===== config.mk =====
export PLATFORM = sky130hd
export DESIGN_NAME = floppy_host_phase_handshake
export DESIGN_NICKNAME = d
export VERILOG_FILES = /design/src/design/fdc_host_pkg.sv /design/src/design/two_entry_buffer.sv /design/src/design/floppy_host_phase_handshake.sv
export SDC_FILE = /design/constraint.sdc
export NUM_CORES = 1
export LEC_CHECK = 0
export BUFFER_PORTS_ARGS = -buffer_cell sky130_fd_sc_hd__buf_2
export CORE_ASPECT_RATIO = 0.8
export CORE_UTILIZATION = 54
export DETAILED_ROUTE_END_ITERATION = 16
export HOLD_SLACK_MARGIN = 0.06
export PLACE_DENSITY = 0.79
export SYNTH_ARGS = -nofsm -noshare
export SYNTH_HDL_FRONTEND = slang
export SYNTH_SLANG_ARGS = --single-unit

===== constraint.sdc =====
create_clock -name clock -period 2.1 [get_ports clock]
set_input_delay 0.105 -clock clock [delete_from_list [all_inputs] [get_ports clock]]
set_output_delay 0.105 -clock clock [all_outputs]
set_load 0.05 [all_outputs]

===== src/design/fdc_host_pkg.sv =====
// Constants and types shared by the floppy host phase handshake
package fdc_host_pkg;

  typedef enum logic [1:0] {
    mode_base    = 2'b00,
    mode_special = 2'b01,
    mode_pc      = 2'b10
  } mode_type;

  // Gray order along command -> execute -> result; result -> command flips both bits
  typedef enum logic [1:0] {
    phase_command = 2'b00,
    phase_execute = 2'b01,
    phase_result  = 2'b11
  } phase_type;

  localparam int CLOCK_PERIOD_NS = 10;
  localparam int BUFFER_DEPTH = 2;
  localparam int SYNC_WIDTH = 19;

  // Bit cell periods; 500/250/125 kb/s from the 16 MHz reference,
  // 300 kb/s from the 9.6 MHz reference
  localparam int REF_FAST_KHZ = 16000;
  localparam int REF_ALT_KHZ = 9600;
  localparam int DIV_500 = REF_FAST_KHZ / 500 / 32;
  localparam int DIV_250 = REF_FAST_KHZ / 250 / 32;
  localparam int DIV_125 = REF_FAST_KHZ / 125 / 32;
  localparam int DIV_300 = REF_ALT_KHZ / 300 / 32;
  localparam int CELL_NS_500 = 2000;
  localparam int CELL_CYCLES_500 = CELL_NS_500 / CLOCK_PERIOD_NS;
  localparam logic [15:0] RATE_CYCLES_500 = 16'(CELL_CYCLES_500 / DIV_500);
  localparam logic [15:0] RATE_CYCLES_250 =
    16'(CELL_CYCLES_500 * DIV_250 / DIV_500);
  localparam logic [15:0] RATE_CYCLES_125 =
    16'(CELL_CYCLES_500 * DIV_125 / DIV_500);
  localparam logic [15:0] RATE_CYCLES_300 = 16'(
    (CELL_CYCLES_500 * REF_FAST_KHZ * DIV_300) / (REF_ALT_KHZ * DIV_500));

  localparam logic [7:0] REDUCED_CURRENT_TRACK = 8'd28;

  // Main status bit positions
  localparam int MS_REQUEST = 7;
  localparam int MS_DIRECTION = 6;
  localparam int MS_EXECUTION = 5;
  localparam int MS_BUSY = 4;

  // Values after reset
  localparam logic [7:0] DATA_OUT_RESET = 8'h00;
  // Strobes, selects and drive pins idle high; terminal count idles low
  localparam logic [SYNC_WIDTH-1:0] SYNC_RESET = 19'h7df00;

endpackage


===== src/design/two_entry_buffer.sv =====
// Small valid/ready FIFO that decouples the host side from the core
`timescale 1ns/1ns
module two_entry_buffer #(
  parameter int WIDTH = 8,
  parameter int DEPTH = 2
) (
  // Clock and reset
  input wire logic clock,
  input wire logic rst_n,
  // Filling side
  input wire logic in_valid,
  input wire logic [WIDTH-1:0] in_data,
  output logic in_ready,
  // Draining side
  output logic out_valid,
  output logic [WIDTH-1:0] out_data,
  input wire logic out_ready
);
  localparam int PW = (DEPTH > 1) ? $clog2(DEPTH) : 1;

  logic [WIDTH-1:0] store [DEPTH];
  logic [PW-1:0] head;
  logic [PW-1:0] tail;
  logic [PW:0] count;
  wire push = in_valid && in_ready;
  wire pop = out_valid && out_ready;
  wire [PW-1:0] next_head = (head == PW'(DEPTH - 1)) ? '0 : head + 1'b1;
  wire [PW-1:0] next_tail = (tail == PW'(DEPTH - 1)) ? '0 : tail + 1'b1;

  assign in_ready = (count != (PW + 1)'(DEPTH));
  assign out_valid = (count != '0);
  assign out_data = store[head];

  always_ff @(posedge clock) begin
    if (push) begin
      store[tail] <= in_data;
    end
  end

  always_ff @(posedge clock or negedge rst_n) begin
    if (!rst_n) begin
      head <= '0;
      tail <= '0;
      count <= '0;
    end else begin
      if (push) begin
        tail <= next_tail;
      end
      if (pop) begin
        head <= next_head;
      end
      count <= count + (PW + 1)'(push) - (PW + 1)'(pop);
    end
  end
endmodule // two_entry_buffer


===== src/design/floppy_host_phase_handshake.sv =====
// Host side phase handshake, status and drive pins of the floppy controller
`timescale 1ns/1ns
// Function
// - Head load output is driven low to load the selected drive's head.
// - Base or special mode: reduced current low when track exceeds 28.
// - PC mode: that pin is driven low when the low rate select bit is set, high when clear.
// - Low disk change input means door opened or diskette changed.
// - Low protect, track zero, index inputs read as their conditions.
// - 500/250/125 kb/s from 16 MHz reference, 300 kb/s from 9.6 MHz.
// - Special or PC mode: interrupt and DMA request float unless enabled.
// - Command byte taken only while status shows ready and host-to-device.
// - Result byte offered with both ready and direction bits set.
// - Non-DMA execute: interrupt per byte; read or write strobe clears it. Execution writes set it only when the full buffer frees a slot.
// - Host services each byte in time or polls the ready bit.
// - DMA mode: no data interrupts, request per byte, drop on acknowledge.
// - Execution end raises interrupt; first result read clears it.
// - PC mode: terminal count only counts with acknowledge active.
// - Chip select gates programmed strobes only; ignored during DMA.
// - New command refused until every result byte has been read.
// - Secondary status bytes readable only in the result phase.
// - Last command byte starts execution; last result byte ends command.
// - Main status readable any time without side effects.
// - Direction bit is 1 toward the processor, 0 from it.
// - Busy bit held while a command is in progress.
// - Execution bit set only in non-DMA execution, cleared in results.
module floppy_host_phase_handshake
  import fdc_host_pkg::*;
#(
  parameter int DEPTH = BUFFER_DEPTH
) (
  // Clock and reset
  input wire logic clock,
  input wire logic rst_n,
  // Host bus pins
  input wire logic chip_select_n,
  input wire logic read_n,
  input wire logic write_n,
  input wire logic register_select,
  input wire logic dma_ack_n,
  input wire logic terminal_count,
  input wire logic [7:0] host_data_in,
  output logic [7:0] host_data_out,
  output logic host_data_oe,
  output logic irq,
  output logic irq_oe,
  output logic dma_req,
  output logic dma_req_oe,
  // Configuration
  input wire mode_type operating_mode,
  input wire logic dma_enable,
  input wire logic dma_mode,
  input wire logic rate_select_bit0,
  input wire logic rate_select_bit1,
  input wire logic drive_type_sel,
  input wire logic [3:0] drive_busy,
  // Drive pins and their decoded flags
  input wire logic head_load,
  input wire logic [7:0] current_track,
  output logic head_load_n,
  output logic reduced_write_current_n,
  input wire logic disk_change_n,
  input wire logic write_protect_n,
  input wire logic track_zero_n,
  input wire logic index_pulse_n,
  output logic disk_changed,
  output logic write_protected,
  output logic on_track_zero,
  output logic on_index,
  output logic rate_tick,
  // Bytes from host to core
  output logic [7:0] cmd_data,
  output logic cmd_valid,
  input wire logic cmd_ready,
  input wire logic command_last,
  input wire logic exec_writes,
  // Bytes from core to host
  input wire logic [7:0] to_host_data,
  input wire logic to_host_valid,
  output logic to_host_ready,
  input wire logic to_host_last,
  // Phase control
  input wire logic exec_done,
  output logic terminal_count_hit,
  output phase_type phase
);

  logic [SYNC_WIDTH-1:0] sync_meta;
  logic [SYNC_WIDTH-1:0] sync_pins;
  logic read_prev;
  logic write_prev;
  logic tc_prev;
  logic [7:0] write_latch;
  logic [7:0] held_data;
  logic held_valid;
  logic held_last;
  logic command_begun;
  logic irq_flag;
  logic data_avail_prev;
  logic target_prev;
  logic [15:0] rate_count;

  // Pin inputs after two flops
  wire cs_s = ~sync_pins[18];
  wire rd_s = ~sync_pins[17];
  wire wr_s = ~sync_pins[16];
  wire sel_data_s = sync_pins[15];
  wire dack_s = ~sync_pins[14];
  wire tc_s = sync_pins[13];
  wire drv_s = sync_pins[12];
  wire [7:0] bus_s = sync_pins[7:0];

  // DMA cycles ignore chip select and the register select
  wire data_target = dack_s || (cs_s && sel_data_s);
  wire status_target = !dack_s && cs_s && !sel_data_s;
  wire read_lead = rd_s && !read_prev;
  wire read_trail = !rd_s && read_prev;
  wire write_lead = wr_s && !write_prev;
  wire write_trail = !wr_s && write_prev;
  wire data_strobe = (rd_s || wr_s) && data_target;

  // Buffer toward the core
  logic buf_in_ready;
  wire in_exec = (phase == phase_execute);
  wire in_result = (phase == phase_result);
  wire to_device = (phase == phase_command) || (in_exec && exec_writes);
  wire direction = !to_device;
  wire data_ready = to_device ? buf_in_ready : held_valid;
  wire request_ready = data_ready && !data_strobe;
  wire non_dma_exec = in_exec && !dma_mode;

  wire [7:0] main_status = {request_ready, direction, non_dma_exec,
    command_begun || (phase != phase_command), drive_busy};

  // Accepted transfers; the direction plus buffer space or a held byte admit them
  // Target from the cycle before the trailing edge, since chip select
  // and acknowledge may be released together with the strobe
  wire host_push = write_trail && target_prev && to_device
    && buf_in_ready;
  wire host_pop = read_trail && target_prev && !to_device
    && held_valid;
  wire first_result_read = read_lead && data_target && in_result
    && held_valid;
  wire data_clear = (read_lead || write_lead) && data_target
    && non_dma_exec;
  wire last_result_read = host_pop && in_result && held_last;

  // Terminal count in PC mode needs an active acknowledge
  wire tc_qualified = tc_s && !tc_prev
    && ((operating_mode != mode_pc) || dack_s);
  wire data_event = non_dma_exec && data_ready && !data_avail_prev;
  wire result_entry = in_exec && exec_done;

  wire floats_gated = (operating_mode != mode_base) && !dma_enable;

  // Bit cell period from the selected rate
  wire [15:0] rate_period =
    (!rate_select_bit1 && !rate_select_bit0) ? RATE_CYCLES_500 :
    (!rate_select_bit1 && drv_s) ? RATE_CYCLES_300 :
    (!rate_select_bit1) ? RATE_CYCLES_250 :
    (!rate_select_bit0) ? RATE_CYCLES_250 : RATE_CYCLES_125;
  wire rate_wrap = (rate_count >= rate_period - 16'h0001);

  logic [7:0] next_data_out;
  phase_type next_phase;

  assign next_data_out = status_target ? main_status
    : held_data;
  assign host_data_oe = rd_s && (status_target || data_target);
  assign irq_oe = !floats_gated;
  assign dma_req_oe = !floats_gated;
  assign irq = irq_flag;
  assign dma_req = dma_mode && in_exec && data_ready
    && !dack_s;
  assign to_host_ready = !held_valid && (phase != phase_command);
  assign head_load_n = ~head_load;
  assign disk_changed = ~sync_pins[11];
  assign write_protected = ~sync_pins[10];
  assign on_track_zero = ~sync_pins[9];
  assign on_index = ~sync_pins[8];

  always_comb begin
    next_phase = phase;
    unique case (phase)
      phase_command: begin
        if (command_last) begin
          next_phase = phase_execute;
        end
      end
      phase_execute: begin
        if (exec_done) begin
          next_phase = phase_result;
        end
      end
      phase_result: begin
        if (last_result_read) begin
          next_phase = phase_command;
        end
      end
      default: next_phase = phase_command;
    endcase
  end

  two_entry_buffer #(.WIDTH(8), .DEPTH(DEPTH)) to_core (
    .clock(clock),
    .rst_n(rst_n),
    .in_valid(host_push),
    .in_data(write_latch),
    .in_ready(buf_in_ready),
    .out_valid(cmd_valid),
    .out_data(cmd_data),
    .out_ready(cmd_ready)
  );

  // Pin synchroniser; first stage feeds only the second
  always_ff @(posedge clock or negedge rst_n) begin
    if (!rst_n) begin
      sync_meta <= SYNC_RESET;
      sync_pins <= SYNC_RESET;
    end else begin
      sync_meta <= {chip_select_n, read_n, write_n, register_select,
        dma_ack_n, terminal_count, drive_type_sel, disk_change_n,
        write_protect_n, track_zero_n, index_pulse_n, host_data_in};
      sync_pins <= sync_meta;
    end
  end

  always_ff @(posedge clock or negedge rst_n) begin
    if (!rst_n) begin
      read_prev <= 1'b0;
      write_prev <= 1'b0;
      tc_prev <= 1'b0;
      data_avail_prev <= 1'b0;
      target_prev <= 1'b0;
      write_latch <= DATA_OUT_RESET;
      host_data_out <= DATA_OUT_RESET;
    end else begin
      read_prev <= rd_s;
      write_prev <= wr_s;
      tc_prev <= tc_s;
      data_avail_prev <= data_ready;
      target_prev <= data_target;
      // Latched while the strobe is low so zero hold time is safe
      if (wr_s) begin
        write_latch <= bus_s;
      end
      host_data_out <= next_data_out;
    end
  end

  always_ff @(posedge clock or negedge rst_n) begin
    if (!rst_n) begin
      phase <= phase_command;
      command_begun <= 1'b0;
      terminal_count_hit <= 1'b0;
    end else begin
      phase <= next_phase;
      terminal_count_hit <= in_exec && tc_qualified;
      if (host_push && phase == phase_command) begin
        command_begun <= 1'b1;
      end else if (phase != phase_command) begin
        command_begun <= 1'b0;
      end
    end
  end

  // Byte held for the host, shared by execution reads and results
  always_ff @(posedge clock or negedge rst_n) begin
    if (!rst_n) begin
      held_valid <= 1'b0;
      held_last <= 1'b0;
      held_data <= DATA_OUT_RESET;
    end else if (to_host_valid && to_host_ready) begin
      held_valid <= 1'b1;
      held_last <= to_host_last && in_result;
      held_data <= to_host_data;
    end else if (host_pop) begin
      held_valid <= 1'b0;
    end
  end

  // Interrupt: set beats clear in the same cycle
  always_ff @(posedge clock or negedge rst_n) begin
    if (!rst_n) begin
      irq_flag <= 1'b0;
    end else if (data_event || result_entry) begin
      irq_flag <= 1'b1;
    end else if (data_clear || first_result_read) begin
      irq_flag <= 1'b0;
    end
  end

  always_ff @(posedge clock or negedge rst_n) begin
    if (!rst_n) begin
      reduced_write_current_n <= 1'b1;
    end else if (operating_mode == mode_pc) begin
      reduced_write_current_n <= ~rate_select_bit0;
    end else begin
      reduced_write_current_n <=
        ~(current_track > REDUCED_CURRENT_TRACK);
    end
  end

  always_ff @(posedge clock or negedge rst_n) begin
    if (!rst_n) begin
      rate_count <= 16'h0000;
      rate_tick <= 1'b0;
    end else begin
      rate_count <= rate_wrap ? 16'h0000 : rate_count + 16'h0001;
      rate_tick <= rate_wrap;
    end
  end

endmodule // floppy_host_phase_handshake


==> results.rst, run 1 <==
.. list-table::
   :header-rows: 1

   * - Metric
     - Value
   * - Share of cells above drive strength 1
     - 0.369
   * - Total half-perimeter wirelength after legalization and detailed placement
     - 4830 um
   * - Hold WS
     - 0.202 ns
   * - Setup Crit Path Kind
     - register to output pin
   * - Maximum frequency from static timing analysis
     - 491 MHz
   * - Port Buffer Count
     - 86
   * - Largest cells by area after synthesis
     - sky130_fd_sc_hd__dfrtp_1 45%, sky130_fd_sc_hd__dfstp_2 13%, sky130_fd_sc_hd__edfxtp_1 11%
   * - Initial standard-cell utilization of the core
     - 0.561
   * - Portion of the post-synthesis area used by sequential elements
     - 0.695
   * - Largest area contributor in the synthesized netlist
     - sky130_fd_sc_hd__dfrtp_1
   * - Area after detailed placement
     - 4760 um^2
   * - Capture point of the worst reg-to-reg path
     - rate_count[10]$_DFF_PN0_
   * - Internal power contribution
     - 3.71 mW
   * - Top-level I/O count
     - 87
   * - Vias
     - 2,593
   * - Maximum fanout encountered on the critical timing path
     - 11
   * - RSZ-0062 raised after global routing
     - false
   * - Total number of nets in the final design
     - 495
   * - Reg-to-reg critical path startpoint
     - sync_pins[12]$_DFF_PN1_
   * - Number of buffers added by the clock tree synthesis step
     - 9
   * - Number of DRC violations after detailed routing
     - 0
   * - Total track usage
     - 0.195
   * - Cell area after layout
     - 5370 um^2
   * - Yosys warning total
     - 0
   * - Initial antenna violation count
     - 0
   * - Area Growth Syn to Fin
     - 28.3%
   * - Clock-pin slew on the worst setup and hold paths
     - 0.10 ns
   * - Final worst-path cycle share
     - 0.969
   * - Number of clock sinks seen by CTS
     - 112
   * - Synthesized area per cell
     - 14.3 um^2
   * - Switching part of the total
     - 0.343
   * - Number of library cell types mapped by synthesis
     - 43
   * - Pin slew with the least headroom to its limit
     - 0.570 ns
   * - Crit path capture type
     - output pin
   * - Path depth of the worst reg2reg path
     - 7
   * - Worst hold path type
     - input pin to register
   * - Worst slew margin relative to its limit
     - 0.620
   * - Final count of negative-setup-slack endpoints
     - 0
   * - Number of enable-type register cells in the synthesized netlist
     - 16
   * - Clk pwr share
     - 0.230
   * - Slew Viols, Final
     - 0
   * - Cell leakage power
     - 2.44 nW
   * - Die Width
     - 100 um
   * - Dominant cell by count in the synthesized netlist
     - sky130_fd_sc_hd__dfrtp_1
   * - Core region area
     - 7460 um^2
   * - Detail-routed via count per cell
     - 4.81
   * - Run status
     - completed
   * - Hold violation total from the final report
     - 0
   * - First-pass DRT Iterations
     - 5
   * - Total grt overflow
     - 0
   * - Predominant post-synthesis flop cell
     - sky130_fd_sc_hd__dfrtp_1
   * - Worst EP required
     - 2.00 ns
   * - End of the critical path
     - dma_req
   * - Total die area
     - 8100 um^2
   * - Overall routed net length
     - 7260 um
   * - Cell types with the highest counts after synthesis
     - 75 x sky130_fd_sc_hd__dfrtp_1, 23 x sky130_fd_sc_hd__mux2_2, 21 x sky130_fd_sc_hd__dfstp_2
   * - Combinational share of power
     - 0.280
   * - Startpoint class of the critical path
     - register
   * - Setup slack, reg-to-reg
     - 0.17 ns
   * - Post-Synthesis Cells
     - 293
   * - Number of synthesized register bits
     - 112
   * - Clock tree skew after final layout
     - 0.0116 ns
   * - Signal arrival time at the worst endpoint
     - 1.93 ns
   * - Utilization after layout
     - 0.719
   * - Count of standard-cell rows
     - 28
   * - Diodes inserted
     - 0
   * - Area share of the leading cell type in the synthesized netlist
     - 0.449
   * - Final Critical Period
     - 2.03 ns
   * - First DRT Iteration DRCs
     - 72
   * - Synth Cell Area
     - 4180 um^2
   * - Areal power density over the cells
     - 1050 nW/um^2
   * - Storage element area
     - 2910 um^2
   * - Clock insertion delay at the later pin of the skew report
     - 0.36 ns
   * - Origin of the worst setup path
     - phase[1]$_DFFE_PN0P_
   * - Overall power
     - 5.64 mW
   * - Proportion of synthesized flip-flops having asynchronous set or reset
     - 0.857
   * - Clock H-tree levels
     - 3
   * - Global-route wire length before repair
     - 11,700 um
   * - Fraction of power consumed by sequential logic
     - 0.490
   * - Placer Congestion
     - 0.883
   * - Net switching component of the power
     - 1.93 mW
   * - Multi-input gate area in the final layout
     - 1190 um^2
   * - Fill cells
     - 535
   * - Summed negative setup slack over all endpoints
     - 0 ns
   * - IR drop worst, VDD
     - 0.000493 V
   * - Max-capacitance violation count
     - 0
   * - Largest net degree at the start of global routing
     - 45
   * - Die Ht
     - 80.7 um
   * - Clock tree from TritonCTS
     - built
   * - Maximum clock path buffer count
     - 2
   * - Average routed wire per standard cell
     - 13.5 um
   * - Vias in the first global route
     - 2,505
   * - Clock root buffer
     - sky130_fd_sc_hd__clkbuf_8
   * - Number of nets with antenna violations after detailed routing
     - 0
-- cell type report --
cell class / instances / area share
well taps: 105 / 0.0245
clock buffers: 11 / 0.0245
multi-input cells: 158 / 0.221
inverters: 20 / 0.0140
flip-flops and latches: 112 / 0.542
clock inverters: 5 / 0.0135
repair buffers: 128 / 0.160
-- registers in the layout (all words and copies together), names as in the netlist, 2 cells and up --
signal and count:
held_data 8, host_data_out 8, phase 2, rate_count 16, sync_meta 19, sync_pins 19, to_core.count 2, to_core.store 16
write_latch 8
-- power by group through the flow --
stage                     sequential (mW)  clock [mW]  combinational, mW
after detailed placement             2.79           0               1.52
final                                2.77        1.30               1.58
after CTS                            2.75        1.35               1.59
after global placement               2.78           0               1.50
after floorplan                      3.07           0              0.882
after global routing                 2.81        1.42               1.70
-- how the worst min path moves through the flow --
stage / end / depth (start not counted) / startpoint / slack (ns)
6_report: host_data_out[6]$_DFF_PN0_ / 4 / exec_writes / 0.20
2_1_floorplan: command_begun$_DFFE_PN0P_ / 0 / rst_n / -0.19
4_1_cts: host_data_out[6]$_DFF_PN0_ / 4 / exec_writes / 0.18
3_5_place_dp: to_core.head$_DFFE_PN0P_ / 1 / rst_n / 0.14
3_3_place_gp: to_core.head$_DFFE_PN0P_ / 1 / rst_n / 0.13
5_1_grt: host_data_out[6]$_DFF_PN0_ / 4 / exec_writes / 0.22
-- metal layers --
metal	GRT usage	wire [um]	vias up
li1	-	-	1266
met3	0.0470	296	12
met1	0.241	3110	1252
met4	0.0841	124	0
met2	0.330	3730	63
met5	0	0	-
-- layout by cell type (no fill, tap or decap), types with 2 or more instances in the layout --
cell type / synthesis / final
sky130_fd_sc_hd__dfstp_2: 21 / 21
sky130_fd_sc_hd__o2111ai_1: 2 / 2
sky130_fd_sc_hd__nand4_1: 3 / 3
sky130_fd_sc_hd__mux2_2: 23 / 23
sky130_fd_sc_hd__conb_1: 2 / 6
sky130_fd_sc_hd__nor4_1: 3 / 3
sky130_fd_sc_hd__o21ai_0: 7 / 7
sky130_fd_sc_hd__inv_8: 0 / 3
sky130_fd_sc_hd__nor3_1: 6 / 6
sky130_fd_sc_hd__nor2_1: 20 / 20
sky130_fd_sc_hd__xor2_1: 5 / 5
sky130_fd_sc_hd__clkbuf_8: 0 / 9
sky130_fd_sc_hd__dlygate4sd3_1: 0 / 39
sky130_fd_sc_hd__clkbuf_1: 4 / 2
sky130_fd_sc_hd__buf_4: 1 / 3
sky130_fd_sc_hd__a21oi_1: 5 / 5
sky130_fd_sc_hd__o21a_1: 2 / 2
sky130_fd_sc_hd__dfrtp_1: 75 / 75
sky130_fd_sc_hd__nand3b_1: 2 / 2
sky130_fd_sc_hd__mux2_4: 7 / 7
sky130_fd_sc_hd__o31ai_1: 2 / 2
sky130_fd_sc_hd__buf_2: 1 / 85
sky130_fd_sc_hd__or2_2: 2 / 2
sky130_fd_sc_hd__o21bai_1: 2 / 2
sky130_fd_sc_hd__nand3_1: 7 / 7
sky130_fd_sc_hd__edfxtp_1: 16 / 16
sky130_fd_sc_hd__ha_1: 12 / 12
sky130_fd_sc_hd__and2_1: 2 / 2
sky130_fd_sc_hd__nand2_1: 16 / 16
sky130_fd_sc_hd__xnor2_1: 8 / 8
sky130_fd_sc_hd__inv_1: 20 / 20
sky130_fd_sc_hd__nand2b_1: 2 / 2
-- repair_timing --
action,4_1_cts,5_1_grt
resized for setup,0,1
hold buffers,39,0
setup buffers,0,0
hold endpoints to repair,77,0
setup endpoints to repair,0,1
-- cells by family (layout without fill, tap and decap cells) --
kind of cell / count (synthesis) / after routing / share of synthesized area
multiplexers: 30 / 30 / 0.0870
XOR/XNOR: 13 / 13 / 0.0272
adder cells (fa/ha/maj): 12 / 12 / 0.0359
flip-flops: 112 / 112 / 0.695
buffers and inverters: 27 / 164 / 0.0272
AND/OR/NAND/NOR: 70 / 70 / 0.0823
other: 2 / 6 / 0.00180
AO/OA/AOI/OAI: 27 / 27 / 0.0431
-- worst max-delay path, stage by stage (launching register included) --
cell and delay (ns):
sky130_fd_sc_hd__dfrtp_1 0.54, sky130_fd_sc_hd__a21oi_4 0.25, sky130_fd_sc_hd__mux2_2 0.40, sky130_fd_sc_hd__nor3b_2 0.16, sky130_fd_sc_hd__buf_2 0.22
-- stage by stage --
stage | instances | setup WS, ns
after floorplan | 297 | 0.101
after global placement | 484 | 0.286
after detailed placement | 484 | 0.191
after CTS | 539 | 0.0184
after global routing | 539 | 0.00601
final | 539 | 0.0651
No activity file was read; power rests on OpenSTA's default activity.
==> inputs of run 2 (changes only) <==
==> constraint.sdc (replaced) <==
create_clock -name clock -period 2.1 [get_ports clock]
set_input_delay 0.21 -clock clock [delete_from_list [all_inputs] [get_ports clock]]
set_output_delay 0.21 -clock clock [all_outputs]
set_load 0.05 [all_outputs]
==> results.rst, run 2 (synthesis gave the netlist of run 1 again) <==
.. list-table::
   :header-rows: 1

   * - Metric
     - Value
   * - Summed negative setup slack over all endpoints
     - 0 ns
   * - Maximum clock path buffer count
     - 2
   * - Clock-pin slew on the worst setup and hold paths
     - 0.10 ns
   * - Worst EP required
     - 1.89 ns
   * - Average routed wire per standard cell
     - 13.6 um
   * - Hold violation total from the final report
     - 0
   * - Clock insertion delay at the later pin of the skew report
     - 0.36 ns
   * - First DRT Iteration DRCs
     - 69
   * - Worst hold path type
     - input pin to register
   * - Top delay family on crit path
     - flip-flops
   * - Startpoint class of the critical path
     - register
   * - Crit path capture type
     - output pin
   * - Signal arrival time at the worst endpoint
     - 1.83 ns
   * - Met2 usage in global routing
     - 0.327
   * - Detail-routed via count per cell
     - 4.81
   * - Cell with the largest stage delay on the worst path
     - sky130_fd_sc_hd__dfrtp_2
   * - Maximum frequency from static timing analysis
     - 491 MHz
   * - Crit path buffers/inverters
     - 1
   * - Commonest cells after routing, fill and taps aside
     - 85 x sky130_fd_sc_hd__buf_2, 74 x sky130_fd_sc_hd__dfrtp_1, 23 x sky130_fd_sc_hd__mux2_2, 21 x sky130_fd_sc_hd__dlygate4sd3_1, 21 x sky130_fd_sc_hd__dfstp_2
   * - Total number of nets in the final design
     - 480
   * - Final worst-path cycle share
     - 0.970
   * - Die Ht
     - 80.7 um
   * - Initial antenna violation count
     - 0
   * - Fill cells
     - 532
   * - Maximum fanout encountered on the critical timing path
     - 8
   * - Total track usage
     - 0.191
   * - Global Route met3 Usage
     - 0.0435
   * - Slew Viols, Final
     - 0
   * - Number of nets with antenna violations after detailed routing
     - 0
   * - Cell leakage power
     - 2.37 nW
   * - Total half-perimeter wirelength after legalization and detailed placement
     - 4880 um
   * - Vias
     - 2,518
   * - IR drop worst, VDD
     - 0.000490 V
   * - Clock tree from TritonCTS
     - built
   * - Hold WS
     - 0.0787 ns
   * - Largest net degree at the start of global routing
     - 51
   * - Final Critical Period
     - 2.04 ns
   * - Vias in the first global route
     - 2,488
   * - Most common cell after layout, fill and taps aside
     - sky130_fd_sc_hd__buf_2
   * - Initial standard-cell utilization of the core
     - 0.561
   * - Overall routed net length
     - 7110 um
   * - Diodes inserted
     - 0
   * - Setup Crit Path Kind
     - register to output pin
   * - Die Width
     - 100 um
   * - Top-level I/O count
     - 87
   * - Final count of negative-setup-slack endpoints
     - 0
   * - Placer Congestion
     - 0.833
   * - Areal power density over the cells
     - 1060 nW/um^2
   * - Max-capacitance violation count
     - 0
   * - Worst Setup Slack post-DPL
     - 0.164 ns
   * - Clock root buffer
     - sky130_fd_sc_hd__clkbuf_8
   * - Number of DRC violations after detailed routing
     - 0
   * - Core region area
     - 7460 um^2
   * - Pin slew with the least headroom to its limit
     - 0.515 ns
   * - First-pass DRT Iterations
     - 4
   * - Share of cells above drive strength 1
     - 0.391
   * - Area Growth Syn to Fin
     - 23.9%
   * - Number of buffers added by the clock tree synthesis step
     - 9
   * - Clock H-tree levels
     - 3
   * - Total grt overflow
     - 0
   * - Most used routing layer in global routing
     - met2
   * - Largest registers in the final layout
     - sync_meta: 19 flops, sync_pins: 19 flops
   * - Global-route wire length before repair
     - 11,600 um
   * - Port Buffer Count
     - 86
   * - Number of clock sinks seen by CTS
     - 112
   * - Global-route met1 utilization
     - 0.244
   * - RSZ-0062 raised after global routing
     - false
   * - Final critical-path setup slack
     - 0.0637 ns
   * - Total die area
     - 8100 um^2
   * - Count of standard-cell rows
     - 28
   * - Clock tree skew after final layout
     - 0.0150 ns
   * - Cells traversed along the worst timing path
     - a21oi_4 > mux2_2 > nor3b_4 > buf_2
   * - Run status
     - completed
   * - Crit path largest cell delay
     - 0.50 ns
   * - Worst slew margin relative to its limit
     - 0.656
run 2: repair_timing:
| item | 4_1_cts | 5_1_grt |
|---|---|---|
| gates resized for setup | 2 | 0 |
| buffers inserted | 0 | 2 |
| endpoints found under the setup margin | 1 | 1 |
| hold buffers | 21 | 0 |
| pin swaps | 0 | 1 |
| endpoints found under the hold margin | 76 | 0 |
run 2: final timing paths:
| check | slack [ns] | endpoint | start | depth (start not counted) |
|---|---|---|---|---|
| worst max-delay path | 0.06 | dma_req | phase[0]$_DFFE_PN0P_ | 4 |
| worst min-delay path | 0.08 | host_data_out[1]$_DFF_PN0_ | drive_busy[1] | 2 |
| worst max register to register | 0.12 | rate_count[8]$_DFF_PN0_ | sync_pins[12]$_DFF_PN1_ | 7 |
| worst min register to register | 0.36 | sync_pins[0]$_DFF_PN0_ | sync_meta[0]$_DFF_PN0_ | 0 |
| max in group asynchronous | 1.15 | sync_pins[16]$_DFF_PN1_ | rst_n | 3 |
| min in group asynchronous | 0.24 | write_latch[1]$_DFFE_PN0N_ | rst_n | 2 |
run 2: layout make-up:
cell class	count	area [um^2]	area share
clock buffers	11	131	0.0254
well taps	105	131	0.0254
inverters	20	75.1	0.0145
flip-flops and latches	112	2910	0.562
repair buffers	113	701	0.135
multi-input cells	158	1190	0.230
clock inverters	5	40.0	0.00773
run 2: through the flow:
stage               instances  total power, mW  utilization  area [um^2]
detailed placement        485             4.34        0.640         4780
finish                    524             5.50        0.695         5180
global route              524             5.77        0.695         5180
global placement          485             4.30        0.640         4780
floorplan                 297             3.96            -         4210
CTS                       522             5.54        0.692         5170
run 2: power breakdown:
group	switching, mW	internal, mW	leakage (nW)	total (mW)
clock network	0.709	0.447	0.0901	1.16
logic	1.00	0.591	1.02	1.60
registers	0.213	2.54	1.26	2.75
total	1.93	3.58	2.37	5.50
run 2: per-layer routing:
metal / share of wire / wire [um] / up-vias
li1: - / - / 1228
met5: 0 / 0 / -
met3: 0.033 / 235 / 10
met2: 0.50 / 3590 / 46
met4: 0.012 / 85 / 0
met1: 0.45 / 3210 / 1234
